`src/hdl/pocfg_consts.svh`:
```
// constants for the pulse output origin search configuration block
// Function
// RULE1: channel 0 takes its limit input sense from bits 3:0 of the sensor word, 0 for normally closed and 1 for normally open, latched at operation start.
// RULE2: channel 0 takes its origin proximity input sense from bits 7:4 of the sensor word, 0 closed and 1 open, latched at operation start.
// RULE3: channel 0 takes its origin input sense from bits 11:8 of the sensor word, 0 closed and 1 open, latched at operation start.
// RULE4: bits 15:12 of the sensor word choose whether a limit hit during a search or pulse output keeps the origin (0) or undefines it (1).
// RULE5: channel 0 takes a monitor time of 0 to 9999 ms, codes 0000 to 270f hex, default zero, latched at operation start.
// RULE6: bits 3:0 of the channel 1 word enable (1) or disable (0) the channel 1 origin search, sampled only at power-on.
// RULE7: while channel 1 origin search is enabled, interrupt inputs 2 and 3 and pulse-width output 1 are withheld, and high-speed counters 0 and 1 stay usable.
// RULE8: bits 7:4 of the channel 1 word make the limits act only during origin searches (0) or for every pulse output function (1), sampled at power-on.
// RULE9: the present states of both limit inputs of both channels are mirrored into status bits that software can read.
// RULE10: the channel 1 enable and limit scope are captured only at power-up and later writes have no effect until the next power-up.
// RULE11: a normally closed input counts as active when its raw level is low, so an open circuit reads as triggered.
`ifndef POCFG_CONSTS_SVH
`define POCFG_CONSTS_SVH

// -----------------------------------------------------------------------------
// register word indices (byte address is four times the index)
// -----------------------------------------------------------------------------
`define POCFG_IDX_CH0_SENSE 10'h10c
`define POCFG_IDX_CH0_MON   10'h10d
`define POCFG_IDX_CH1_FUNC  10'h112
`define POCFG_IDX_STATUS    10'h120

// -----------------------------------------------------------------------------
// field positions and values
// -----------------------------------------------------------------------------
`define POCFG_F_LIM      0
`define POCFG_F_PROX     4
`define POCFG_F_ORG      8
`define POCFG_F_UNDEF    12
`define POCFG_F_EN       0
`define POCFG_F_SCOPE    4
`define POCFG_FLD_ONE    4'h1
`define POCFG_S_CH0_CW   0
`define POCFG_S_CH0_CCW  1
`define POCFG_S_CH1_CW   2
`define POCFG_S_CH1_CCW  3
`define POCFG_S_ORG_DEF  4
`define POCFG_S_CH1_EN   5
`define POCFG_S_CH1_ALW  6
`define POCFG_S_MON_ERR  7

// -----------------------------------------------------------------------------
// reset values and timing
// -----------------------------------------------------------------------------
`define POCFG_CH0_SENSE_RST 16'h0000
`define POCFG_CH0_MON_RST   16'h0000
`define POCFG_CH1_FUNC_RST  16'h0000
`define POCFG_MON_MAX       16'h270f
`define POCFG_CLK_PERIOD_NS 5
`define POCFG_MON_UNIT_NS   1000000

`endif

```
`src/hdl/pocfg_pkg.sv`:
```
// types for the pulse output origin search configuration block
package pocfg_pkg;
   typedef enum logic [1:0] {
      MON_IDLE = 2'b01,
      MON_WAIT = 2'b10
   } pocfg_mon_state_t;
endpackage : pocfg_pkg

```
`src/hdl/pocfg_sync.sv`:
```
// two flip-flop synchroniser for a group of pin inputs
`timescale 1ns/100ps
`default_nettype none
module pocfg_sync #(
   parameter int W = 1
) (
   // clock and reset
   input  wire logic         core_clk,
   input  wire logic         rstn,
   // data
   input  wire logic [W-1:0] async_in,
   output logic      [W-1:0] sync_out
);
   logic [W-1:0] meta_q;

   initial begin
      if (W < 1) $error("pocfg_sync: W must be at least 1");
   end

   always_ff @(posedge core_clk or negedge rstn) begin
      if (!rstn) begin
         meta_q   <= '0;
         sync_out <= '0;
      end else begin
         meta_q   <= async_in;
         sync_out <= meta_q;
      end
   end
endmodule : pocfg_sync
`default_nettype wire

```
`src/hdl/pocfg_sense.sv`:
```
// applies normally open or normally closed sense to a group of inputs
`timescale 1ns/100ps
`default_nettype none
module pocfg_sense #(
   parameter int W = 1
) (
   // clock and reset
   input  wire logic         core_clk,
   input  wire logic         rstn,
   // data
   input  wire logic [W-1:0] raw,
   input  wire logic [W-1:0] open_sense,
   output logic      [W-1:0] active
);
   initial begin
      if (W < 1) $error("pocfg_sense: W must be at least 1");
   end

   // closed-sense inputs invert, so a broken wire reads as triggered
   always_ff @(posedge core_clk or negedge rstn) begin
      if (!rstn) begin
         active <= '0;
      end else begin
         active <= ~(raw ^ open_sense); // [RULE11]
      end
   end
endmodule : pocfg_sense
`default_nettype wire

```
`src/hdl/pocfg_top.sv`:
```
// origin search configuration, sensor sense and status for pulse outputs 0 and 1
//
// The Wishbone slave port was decided locally.
`timescale 1ns/100ps
`default_nettype none
`include "pocfg_consts.svh"
module pocfg_top
   import pocfg_pkg::*;
#(
   parameter int          MS_CYCLES       = `POCFG_MON_UNIT_NS / `POCFG_CLK_PERIOD_NS,
   parameter logic [15:0] CH1_POWERON_CFG = `POCFG_CH1_FUNC_RST,
   parameter bit          CH1_LIMIT_OPEN  = 1'b1
) (
   // clock and reset
   input  wire logic        core_clk,
   input  wire logic        rstn,
   // wishbone slave
   input  wire logic        wb_cyc_i,
   input  wire logic        wb_stb_i,
   input  wire logic        wb_we_i,
   input  wire logic [11:0] wb_adr_i,
   input  wire logic [3:0]  wb_sel_i,
   input  wire logic [31:0] wb_dat_i,
   output logic      [31:0] wb_dat_o,
   output logic             wb_ack_o,
   // sensor pins
   input  wire logic        ch0_cw_lim_pin,
   input  wire logic        ch0_ccw_lim_pin,
   input  wire logic        ch0_prox_pin,
   input  wire logic        ch0_origin_pin,
   input  wire logic        ch0_inpos_pin,
   input  wire logic        ch1_cw_lim_pin,
   input  wire logic        ch1_ccw_lim_pin,
   // pulse engine, same clock
   input  wire logic        ch0_op_start,
   input  wire logic        ch0_busy,
   input  wire logic        ch0_origin_found,
   input  wire logic        ch0_pos_done,
   input  wire logic        ch1_search_req,
   input  wire logic        ch1_search_busy,
   // sensor states after sense
   output logic             ch0_cw_lim_act,
   output logic             ch0_ccw_lim_act,
   output logic             ch0_prox_act,
   output logic             ch0_origin_act,
   // origin and monitor state
   output logic             ch0_origin_defined,
   output logic             ch0_mon_error,
   // channel 1 control
   output logic             ch1_search_go,
   output logic             ch1_lim_stop,
   // shared resource permissions
   output logic             irq23_allow,
   output logic             pwm1_allow,
   output logic             hsc01_allow
);
   // -----------------------------------------------------------------------------
   // elaboration checks and derived constants
   // -----------------------------------------------------------------------------
   localparam int          MS_W    = (MS_CYCLES > 2) ? $clog2(MS_CYCLES) : 1;
   localparam logic [MS_W-1:0] MS_LAST = MS_W'(MS_CYCLES - 1);

   initial begin
      if (MS_CYCLES < 2) $error("pocfg_top: MS_CYCLES must be at least 2");
   end

   // -----------------------------------------------------------------------------
   // declarations
   // -----------------------------------------------------------------------------
   logic [15:0]      ch0_sense_q;
   logic [15:0]      ch0_mon_q;
   logic [15:0]      ch1_func_q;
   logic [15:0]      ch0_sense_act_q;
   logic [15:0]      ch0_mon_act_q;
   logic [15:0]      ch1_func_act_q;
   logic             init_done_q;
   logic             ack_q;
   logic [31:0]      rd_q;
   logic [31:0]      rd_d;
   logic             req;
   logic             wr_take;
   logic [9:0]       widx;
   logic [6:0]       pins_s;
   logic [3:0]       ch0_act;
   logic [1:0]       ch1_act;
   logic             ch0_inpos_s;
   logic             lim_open0;
   logic             prox_open0;
   logic             org_open0;
   logic             undef0;
   logic             ch1_en;
   logic             ch1_always;
   logic             origin_def_q;
   logic             mon_err_q;
   logic             ch1_stop_q;
   logic             ch0_limit_hit;
   logic             mon_expire;
   logic             mon_err_clr;
   logic [15:0]      mon_clamped;
   logic [15:0]      status_w;
   pocfg_mon_state_t mon_state_q;
   logic [MS_W-1:0]  ms_cnt_q;
   logic [15:0]      elapsed_q;

   // -----------------------------------------------------------------------------
   // pin synchronisers and sense
   // -----------------------------------------------------------------------------
   pocfg_sync #(.W(7)) u_sync (
      .core_clk (core_clk),
      .rstn     (rstn),
      .async_in ({ch1_ccw_lim_pin, ch1_cw_lim_pin, ch0_inpos_pin, ch0_origin_pin,
                  ch0_prox_pin, ch0_ccw_lim_pin, ch0_cw_lim_pin}),
      .sync_out (pins_s)
   );

   assign lim_open0  = (ch0_sense_act_q[`POCFG_F_LIM+:4] == `POCFG_FLD_ONE);   // [RULE1]
   assign prox_open0 = (ch0_sense_act_q[`POCFG_F_PROX+:4] == `POCFG_FLD_ONE);  // [RULE2]
   assign org_open0  = (ch0_sense_act_q[`POCFG_F_ORG+:4] == `POCFG_FLD_ONE);   // [RULE3]
   assign undef0     = (ch0_sense_act_q[`POCFG_F_UNDEF+:4] == `POCFG_FLD_ONE); // [RULE4]
   assign ch1_en     = (ch1_func_act_q[`POCFG_F_EN+:4] == `POCFG_FLD_ONE);     // [RULE6]
   assign ch1_always = (ch1_func_act_q[`POCFG_F_SCOPE+:4] == `POCFG_FLD_ONE);  // [RULE8]
   assign ch0_inpos_s = pins_s[4];

   pocfg_sense #(.W(4)) u_sense0 (
      .core_clk   (core_clk),
      .rstn       (rstn),
      .raw        (pins_s[3:0]),
      .open_sense ({org_open0, prox_open0, lim_open0, lim_open0}),
      .active     (ch0_act)
   );

   pocfg_sense #(.W(2)) u_sense1 (
      .core_clk   (core_clk),
      .rstn       (rstn),
      .raw        (pins_s[6:5]),
      .open_sense ({CH1_LIMIT_OPEN, CH1_LIMIT_OPEN}),
      .active     (ch1_act)
   );

   assign ch0_cw_lim_act  = ch0_act[0];
   assign ch0_ccw_lim_act = ch0_act[1];
   assign ch0_prox_act    = ch0_act[2];
   assign ch0_origin_act  = ch0_act[3];

   // -----------------------------------------------------------------------------
   // wishbone slave: ack one cycle after the request, dropped the cycle after
   // -----------------------------------------------------------------------------
   assign req     = wb_cyc_i & wb_stb_i;
   assign wr_take = req & wb_we_i & ack_q;
   assign widx    = wb_adr_i[11:2];

   function automatic logic [15:0] merge(input logic [15:0] old, input logic [31:0] d, input logic [3:0] sel);
      merge = {sel[1] ? d[15:8] : old[15:8], sel[0] ? d[7:0] : old[7:0]};
   endfunction : merge

   always_ff @(posedge core_clk or negedge rstn) begin
      if (!rstn) begin
         ack_q <= 1'b0;
      end else begin
         ack_q <= req & ~ack_q;
      end
   end

   assign status_w = {8'h00, mon_err_q, ch1_always, ch1_en, origin_def_q,
                      ch1_act[1], ch1_act[0], ch0_act[1], ch0_act[0]}; // [RULE9]

   // unmapped words read as zero and ignore writes
   always_comb begin
      rd_d = 32'h0000_0000;
      case (widx)
         `POCFG_IDX_CH0_SENSE: rd_d = {16'h0000, ch0_sense_q};
         `POCFG_IDX_CH0_MON:   rd_d = {16'h0000, ch0_mon_q};
         `POCFG_IDX_CH1_FUNC:  rd_d = {16'h0000, ch1_func_q};
         `POCFG_IDX_STATUS:    rd_d = {16'h0000, status_w};
         default:              rd_d = 32'h0000_0000;
      endcase
   end

   always_ff @(posedge core_clk or negedge rstn) begin
      if (!rstn) begin
         rd_q <= 32'h0000_0000;
      end else if (req & ~ack_q) begin
         rd_q <= rd_d;
      end
   end

   assign wb_dat_o = rd_q;
   assign wb_ack_o = ack_q;

   // -----------------------------------------------------------------------------
   // software-visible setting words
   // -----------------------------------------------------------------------------
   always_ff @(posedge core_clk or negedge rstn) begin
      if (!rstn) begin
         ch0_sense_q <= `POCFG_CH0_SENSE_RST;
         ch0_mon_q   <= `POCFG_CH0_MON_RST;
      end else if (wr_take) begin
         if (widx == `POCFG_IDX_CH0_SENSE) ch0_sense_q <= merge(ch0_sense_q, wb_dat_i, wb_sel_i);
         if (widx == `POCFG_IDX_CH0_MON)   ch0_mon_q   <= merge(ch0_mon_q, wb_dat_i, wb_sel_i);
      end
   end

   // the stored word stands for the retained setting seen at power-up
   always_ff @(posedge core_clk or negedge rstn) begin
      if (!rstn) begin
         ch1_func_q <= CH1_POWERON_CFG;
      end else if (wr_take && widx == `POCFG_IDX_CH1_FUNC) begin
         ch1_func_q <= merge(ch1_func_q, wb_dat_i, wb_sel_i);
      end
   end

   // -----------------------------------------------------------------------------
   // active copies: channel 0 at operation start, channel 1 once after power-up
   // -----------------------------------------------------------------------------
   // out-of-range monitor codes saturate rather than wrap to a short time
   assign mon_clamped = (ch0_mon_q > `POCFG_MON_MAX) ? `POCFG_MON_MAX : ch0_mon_q;

   always_ff @(posedge core_clk or negedge rstn) begin
      if (!rstn) begin
         ch0_sense_act_q <= `POCFG_CH0_SENSE_RST;
         ch0_mon_act_q   <= `POCFG_CH0_MON_RST;
      end else if (ch0_op_start) begin
         ch0_sense_act_q <= ch0_sense_q; // [RULE1] [RULE2] [RULE3] [RULE4]
         ch0_mon_act_q   <= mon_clamped; // [RULE5]
      end
   end

   always_ff @(posedge core_clk or negedge rstn) begin
      if (!rstn) begin
         ch1_func_act_q <= `POCFG_CH1_FUNC_RST;
         init_done_q    <= 1'b0;
      end else if (!init_done_q) begin
         ch1_func_act_q <= ch1_func_q; // [RULE6] [RULE8] [RULE10]
         init_done_q    <= 1'b1;
      end
   end

   // -----------------------------------------------------------------------------
   // channel 0 origin hold or undefine
   // -----------------------------------------------------------------------------
   assign ch0_limit_hit = ch0_busy & (ch0_act[0] | ch0_act[1]);

   // a newly found origin wins over a simultaneous limit hit
   always_ff @(posedge core_clk or negedge rstn) begin
      if (!rstn) begin
         origin_def_q <= 1'b0;
      end else if (ch0_origin_found) begin
         origin_def_q <= 1'b1;
      end else if (ch0_limit_hit && undef0) begin
         origin_def_q <= 1'b0; // [RULE4]
      end
   end

   assign ch0_origin_defined = origin_def_q;

   // -----------------------------------------------------------------------------
   // channel 0 positioning monitor
   // -----------------------------------------------------------------------------
   assign mon_expire = (mon_state_q == MON_WAIT) & ~ch0_inpos_s & (ms_cnt_q == MS_LAST)
                     & ((elapsed_q + 16'h0001) == ch0_mon_act_q);

   // a zero monitor time disables the check
   always_ff @(posedge core_clk or negedge rstn) begin
      if (!rstn) begin
         mon_state_q <= MON_IDLE;
         ms_cnt_q    <= '0;
         elapsed_q   <= 16'h0000;
      end else begin
         case (mon_state_q)
            MON_IDLE: begin
               if (ch0_pos_done && ch0_mon_act_q != 16'h0000) begin // [RULE5]
                  mon_state_q <= MON_WAIT;
                  ms_cnt_q    <= '0;
                  elapsed_q   <= 16'h0000;
               end
            end
            MON_WAIT: begin
               if (ch0_inpos_s || mon_expire) begin
                  mon_state_q <= MON_IDLE;
               end else if (ms_cnt_q == MS_LAST) begin
                  ms_cnt_q  <= '0;
                  elapsed_q <= elapsed_q + 16'h0001;
               end else begin
                  ms_cnt_q <= ms_cnt_q + MS_W'(1);
               end
            end
            default: begin
               mon_state_q <= MON_IDLE;
            end
         endcase
      end
   end

   // sticky, write one to clear; a new timeout in the clearing cycle wins
   assign mon_err_clr = wr_take & (widx == `POCFG_IDX_STATUS) & wb_sel_i[0] & wb_dat_i[`POCFG_S_MON_ERR];

   always_ff @(posedge core_clk or negedge rstn) begin
      if (!rstn) begin
         mon_err_q <= 1'b0;
      end else if (mon_expire) begin
         mon_err_q <= 1'b1;
      end else if (mon_err_clr) begin
         mon_err_q <= 1'b0;
      end
   end

   assign ch0_mon_error = mon_err_q;

   // -----------------------------------------------------------------------------
   // channel 1 limit scope and shared resources
   // -----------------------------------------------------------------------------
   always_ff @(posedge core_clk or negedge rstn) begin
      if (!rstn) begin
         ch1_stop_q <= 1'b0;
      end else begin
         ch1_stop_q <= (ch1_act[0] | ch1_act[1]) & (ch1_always | ch1_search_busy); // [RULE8]
      end
   end

   assign ch1_lim_stop  = ch1_stop_q;
   assign ch1_search_go = ch1_search_req & ch1_en & init_done_q; // [RULE6]
   assign irq23_allow   = ~ch1_en; // [RULE7]
   assign pwm1_allow    = ~ch1_en; // [RULE7]
   assign hsc01_allow   = 1'b1;    // [RULE7]
endmodule : pocfg_top
`default_nettype wire

```
`config.mk`:
```
export PLATFORM = sky130hd
export DESIGN_NAME = pocfg_top
export DESIGN_NICKNAME = d
export VERILOG_FILES = /design/src/hdl/pocfg_pkg.sv /design/src/hdl/pocfg_sync.sv /design/src/hdl/pocfg_sense.sv /design/src/hdl/pocfg_top.sv
export VERILOG_INCLUDE_DIRS = /design/src /design/src/hdl
export SDC_FILE = /design/constraint.sdc
export NUM_CORES = 1
export LEC_CHECK = 0
export BUFFER_PORTS_ARGS = -buffer_cell sky130_fd_sc_hd__buf_2
export CAP_MARGIN = 30
export CORE_AREA = 2 2 126 128
export CTS_CLUSTER_DIAMETER = 50
export DETAILED_ROUTE_END_ITERATION = 6
export DIE_AREA = 0 0 128 130
export PLACE_DENSITY = 0.7
export SLEW_MARGIN = 20
export SYNTH_ARGS = -nofsm -noshare
export SYNTH_HDL_FRONTEND = slang
export SYNTH_HIERARCHICAL = 1
export SYNTH_SLANG_ARGS = --single-unit
```
`constraint.sdc`:
```
create_clock -name core_clk -period 3.2 [get_ports core_clk]
set_clock_uncertainty 0.05 [all_clocks]
set_input_delay 0.16 -clock core_clk [delete_from_list [all_inputs] [get_ports core_clk]]
set_output_delay 0.16 -clock core_clk [all_outputs]
set_load 0.01 [all_outputs]
```
==> flow_summary.yaml <==
outcome:
  outcome: "completed"
die:
  die-area_sq_um: 16600
  initial_core_util: 0.506
  rows: 46
  fp.dieH_um: 130
  fp.dieW_um: 128
  ioPinCount: 110
  coreArea_sq_um: 15400
clock_tree:
  numCtsBuffers: 17
  clk_path_buf_depth: 2
  cts_tree: "yes"
  htreeDepth: 4
  clkTransAtPathRegs_ns: 0.07
  cts_setup_buffers: 0
  cts_num_sinks: 165
  insertion_delay_ns: 0.43
  root_buffer: "clkbuf_16"
global_routing:
  grt_first_pass_wirelength_mm: 31.8
  grt_pass1_vias: 6198
  grt_max_degree: 93
  grt_usage: 0.244
  overflow: 0
  antenna_found_initial: 0
setup_path:
  worstPathRequired_ns: 3.45
  cp_max_fo: 6
  critPathLaunchType: "flop"
  rr_startpoint: "ms_cnt_q[12]"
  r2r_end: "elapsed_q[12]"
  regToRegSetupSlack_ns: 0.32
  cp.arrival_ns: 3.12
  path_class: "reg2reg"
  worst_r2r_path_depth: 7
  end_kind: "flop"
detailed_routing:
  drtAntennaViolNets: 0
  first_pass_iters: 5
  vias: 5979
  wl_per_cell_um: 18.6
  vias_per_cell: 5.86
  post-route-drc-count: 0
  wirelength_mm: 19.0
  drtIter0Drc: 515
logic_synthesis:
  yosysTopAreaCell: "dfrtp_1"
  async_flop_share: 1.00
  postSynthAreaPerCell_sq_um: 10.9
  synthDistinctLibCells: 62
  yosys_warnings: 6
  synth_compound_area_frac: 0.130
  synthXorXnorAreaFrac: 0.0280
  yosys.area_share.adder: 0.00320
  netlist_area_sq_um: 7810
  synth-edff-count: 0
  synth_ff_type: "dfrtp_1"
  synthCells: 717
  yosysSeqAreaShare: 0.529
  synthMuxAreaShare: 0.115
  synth.area.top_cells: "dfrtp_1, mux2_2, nand2_1, o21ai_0, buf_4"
  yosys.area_share.simple: 0.144
  ys_ff_latch: 165
  synth_top_area_share: 0.525
  synth_top_family_by_area: "simple AND/OR/NAND/NOR gates"
layout:
  layout_commonest_cell: "dfrtp_1"
  fin_nets: 885
  area_delta_synth_final_pct: 17.8
  fillers: 1288
  drive_gt1_frac: 0.255
  final_cell_mix: "dfrtp_1, nand2_1, mux2_2, buf_2, o21ai_0"
  n_antenna_cell: 0
run:
  drv_cap: 0
sta:
  finalSetupViolCount: 0
  fin_crit_ns: 2.88
  finalSetupTns_ns: 0
  slew_violations: 0
  max_slew_margin: 0.436
  worst_pin_slew_ns: 0.846
  finalHoldViolations: 0
  hold_ws_ns: 0.0715
  rsz0062_at_grt: "false"
  fmax_mhz: 348
  fin_crit_sh: 0.899
placed_design:
  port_buffers: 72
  gp_congestion: 0.916
  dp_hpwl_mm: 13.0
power:
  ir_worst_vdd_uv: 377
  power_per_cell_area_nw_per_um2: 505
  power_leakage_uw: 0.00433
hold_path:
  hold_depth: 3
  hold_end: "ch0_origin_defined"
  holdCritPathClass: "in2reg"
  min_from: "ch0_busy"
-- synthesized netlist by cell type, types with 5 or more instances --
cell,count
a21o_1,5
a21oi_1,28
a222oi_1,7
a22o_1,6
a22oi_1,5
a31oi_1,7
and2_1,5
and3_1,7
buf_2,14
buf_4,19
clkbuf_1,14
dfrtp_1,164
inv_1,22
mux2_2,75
mux2i_1,5
nand2_1,79
nand3_1,22
nand4_1,10
nor2_1,30
nor2b_1,6
nor3_1,11
nor4_1,14
nor4b_1,6
o21ai_0,31
o21ai_1,21
o22a_1,8
o31ai_1,6
or4_1,5
xnor2_1,15
xor2_1,10
-- power breakdown --
group | internal (uW) | switching (uW) | leakage, uW
Sequential | 2130 | 41.1 | 0.00223
Combinational | 139 | 250 | 0.00181
Clock | 1190 | 899 | 0.000296
Total | 3460 | 1190 | 0.00433
-- cells by family (layout without fill, tap and decap cells) --
| logic type | count (synthesis) | after routing |
|---|---|---|
| other cells | 2 | 20 |
| fa+ha+maj | 2 | 2 |
| mux | 80 | 80 |
| simple gates | 217 | 217 |
| xor+xnor | 25 | 25 |
| buf+inv | 76 | 170 |
| compound gates | 150 | 150 |
| flops | 165 | 165 |
-- flip-flops by register name (all words and copies together) (netlist names), 16 cells and up --
signal	flops
ch1_func_q	16
elapsed_q	16
ms_cnt_q	18
ch0_sense_q	16
wb_dat_o	16
ch0_mon_act_q	16
ch0_sense_act_q	16
ch0_mon_q	16
-- worst max-delay path, stage by stage, from the launching register on --
cell and delay (ns):
dfrtp_1 0.42, or4b_1 0.58, nor4b_2 0.42, nand2_1 0.26
or3_1 0.50, o211a_1 0.24, a21oi_1 0.15, o311ai_2 0.11
-- timing repair --
action                     in CTS  in global routing
setup endpoints to repair       0                 10
hold buffers                   26                  0
resized for setup               0                  2
hold endpoints to repair      147                  0
-- through the flow --
stage | util | area, sq um | std cells | power (uW) | worst slack, ns
2_1_floorplan | - | 7880 | 735 | 2420 | 0.558
3_3_place_gp | 0.540 | 8330 | 964 | 2550 | 0.276
3_5_place_dp | 0.540 | 8330 | 964 | 2570 | 0.209
4_1_cts | 0.596 | 9190 | 1021 | 4680 | 0.196
5_1_grt | 0.596 | 9200 | 1021 | 4810 | 0.0914
6_report | 0.596 | 9200 | 1021 | 4650 | 0.324
-- per-layer routing --
layer  part of all wire  global-route usage  wire length (um)  vias to the layer above
met2               0.50               0.411              9430                      164
met3              0.036              0.0467               685                       34
met4              0.020              0.0924               383                        0
met5                  0                   0                 0                        -
met1               0.45               0.316              8480                     3014
li1                   -                   -                 -                     2767
-- area by class of cell --
cell class                 instances  area, sq um  share of cell area
sequential                       165         4130               0.449
multi-input combinational        494         3370               0.366
timing repair buffer             116          774              0.0842
clock buffer                      18          439              0.0477
tap                              192          240              0.0261
clock inverter                    13          161              0.0175
inverter                          23         86.3             0.00939
-- worst max-delay path by stage --
stage | startpoint | endpoint | slack, ns | cells past startpoint
after CTS | ms_cnt_q[12] | elapsed_q[6] | 0.20 | 7
final | ms_cnt_q[12] | elapsed_q[12] | 0.32 | 7
after floorplan | elapsed_q[0] | elapsed_q[9] | 0.56 | 9
after detailed placement | ms_cnt_q[12] | elapsed_q[1] | 0.21 | 7
after global routing | elapsed_q[0] | ms_cnt_q[6] | 0.09 | 9
after global placement | ms_cnt_q[12] | elapsed_q[1] | 0.28 | 7
(Power assumes the default switching activity.)
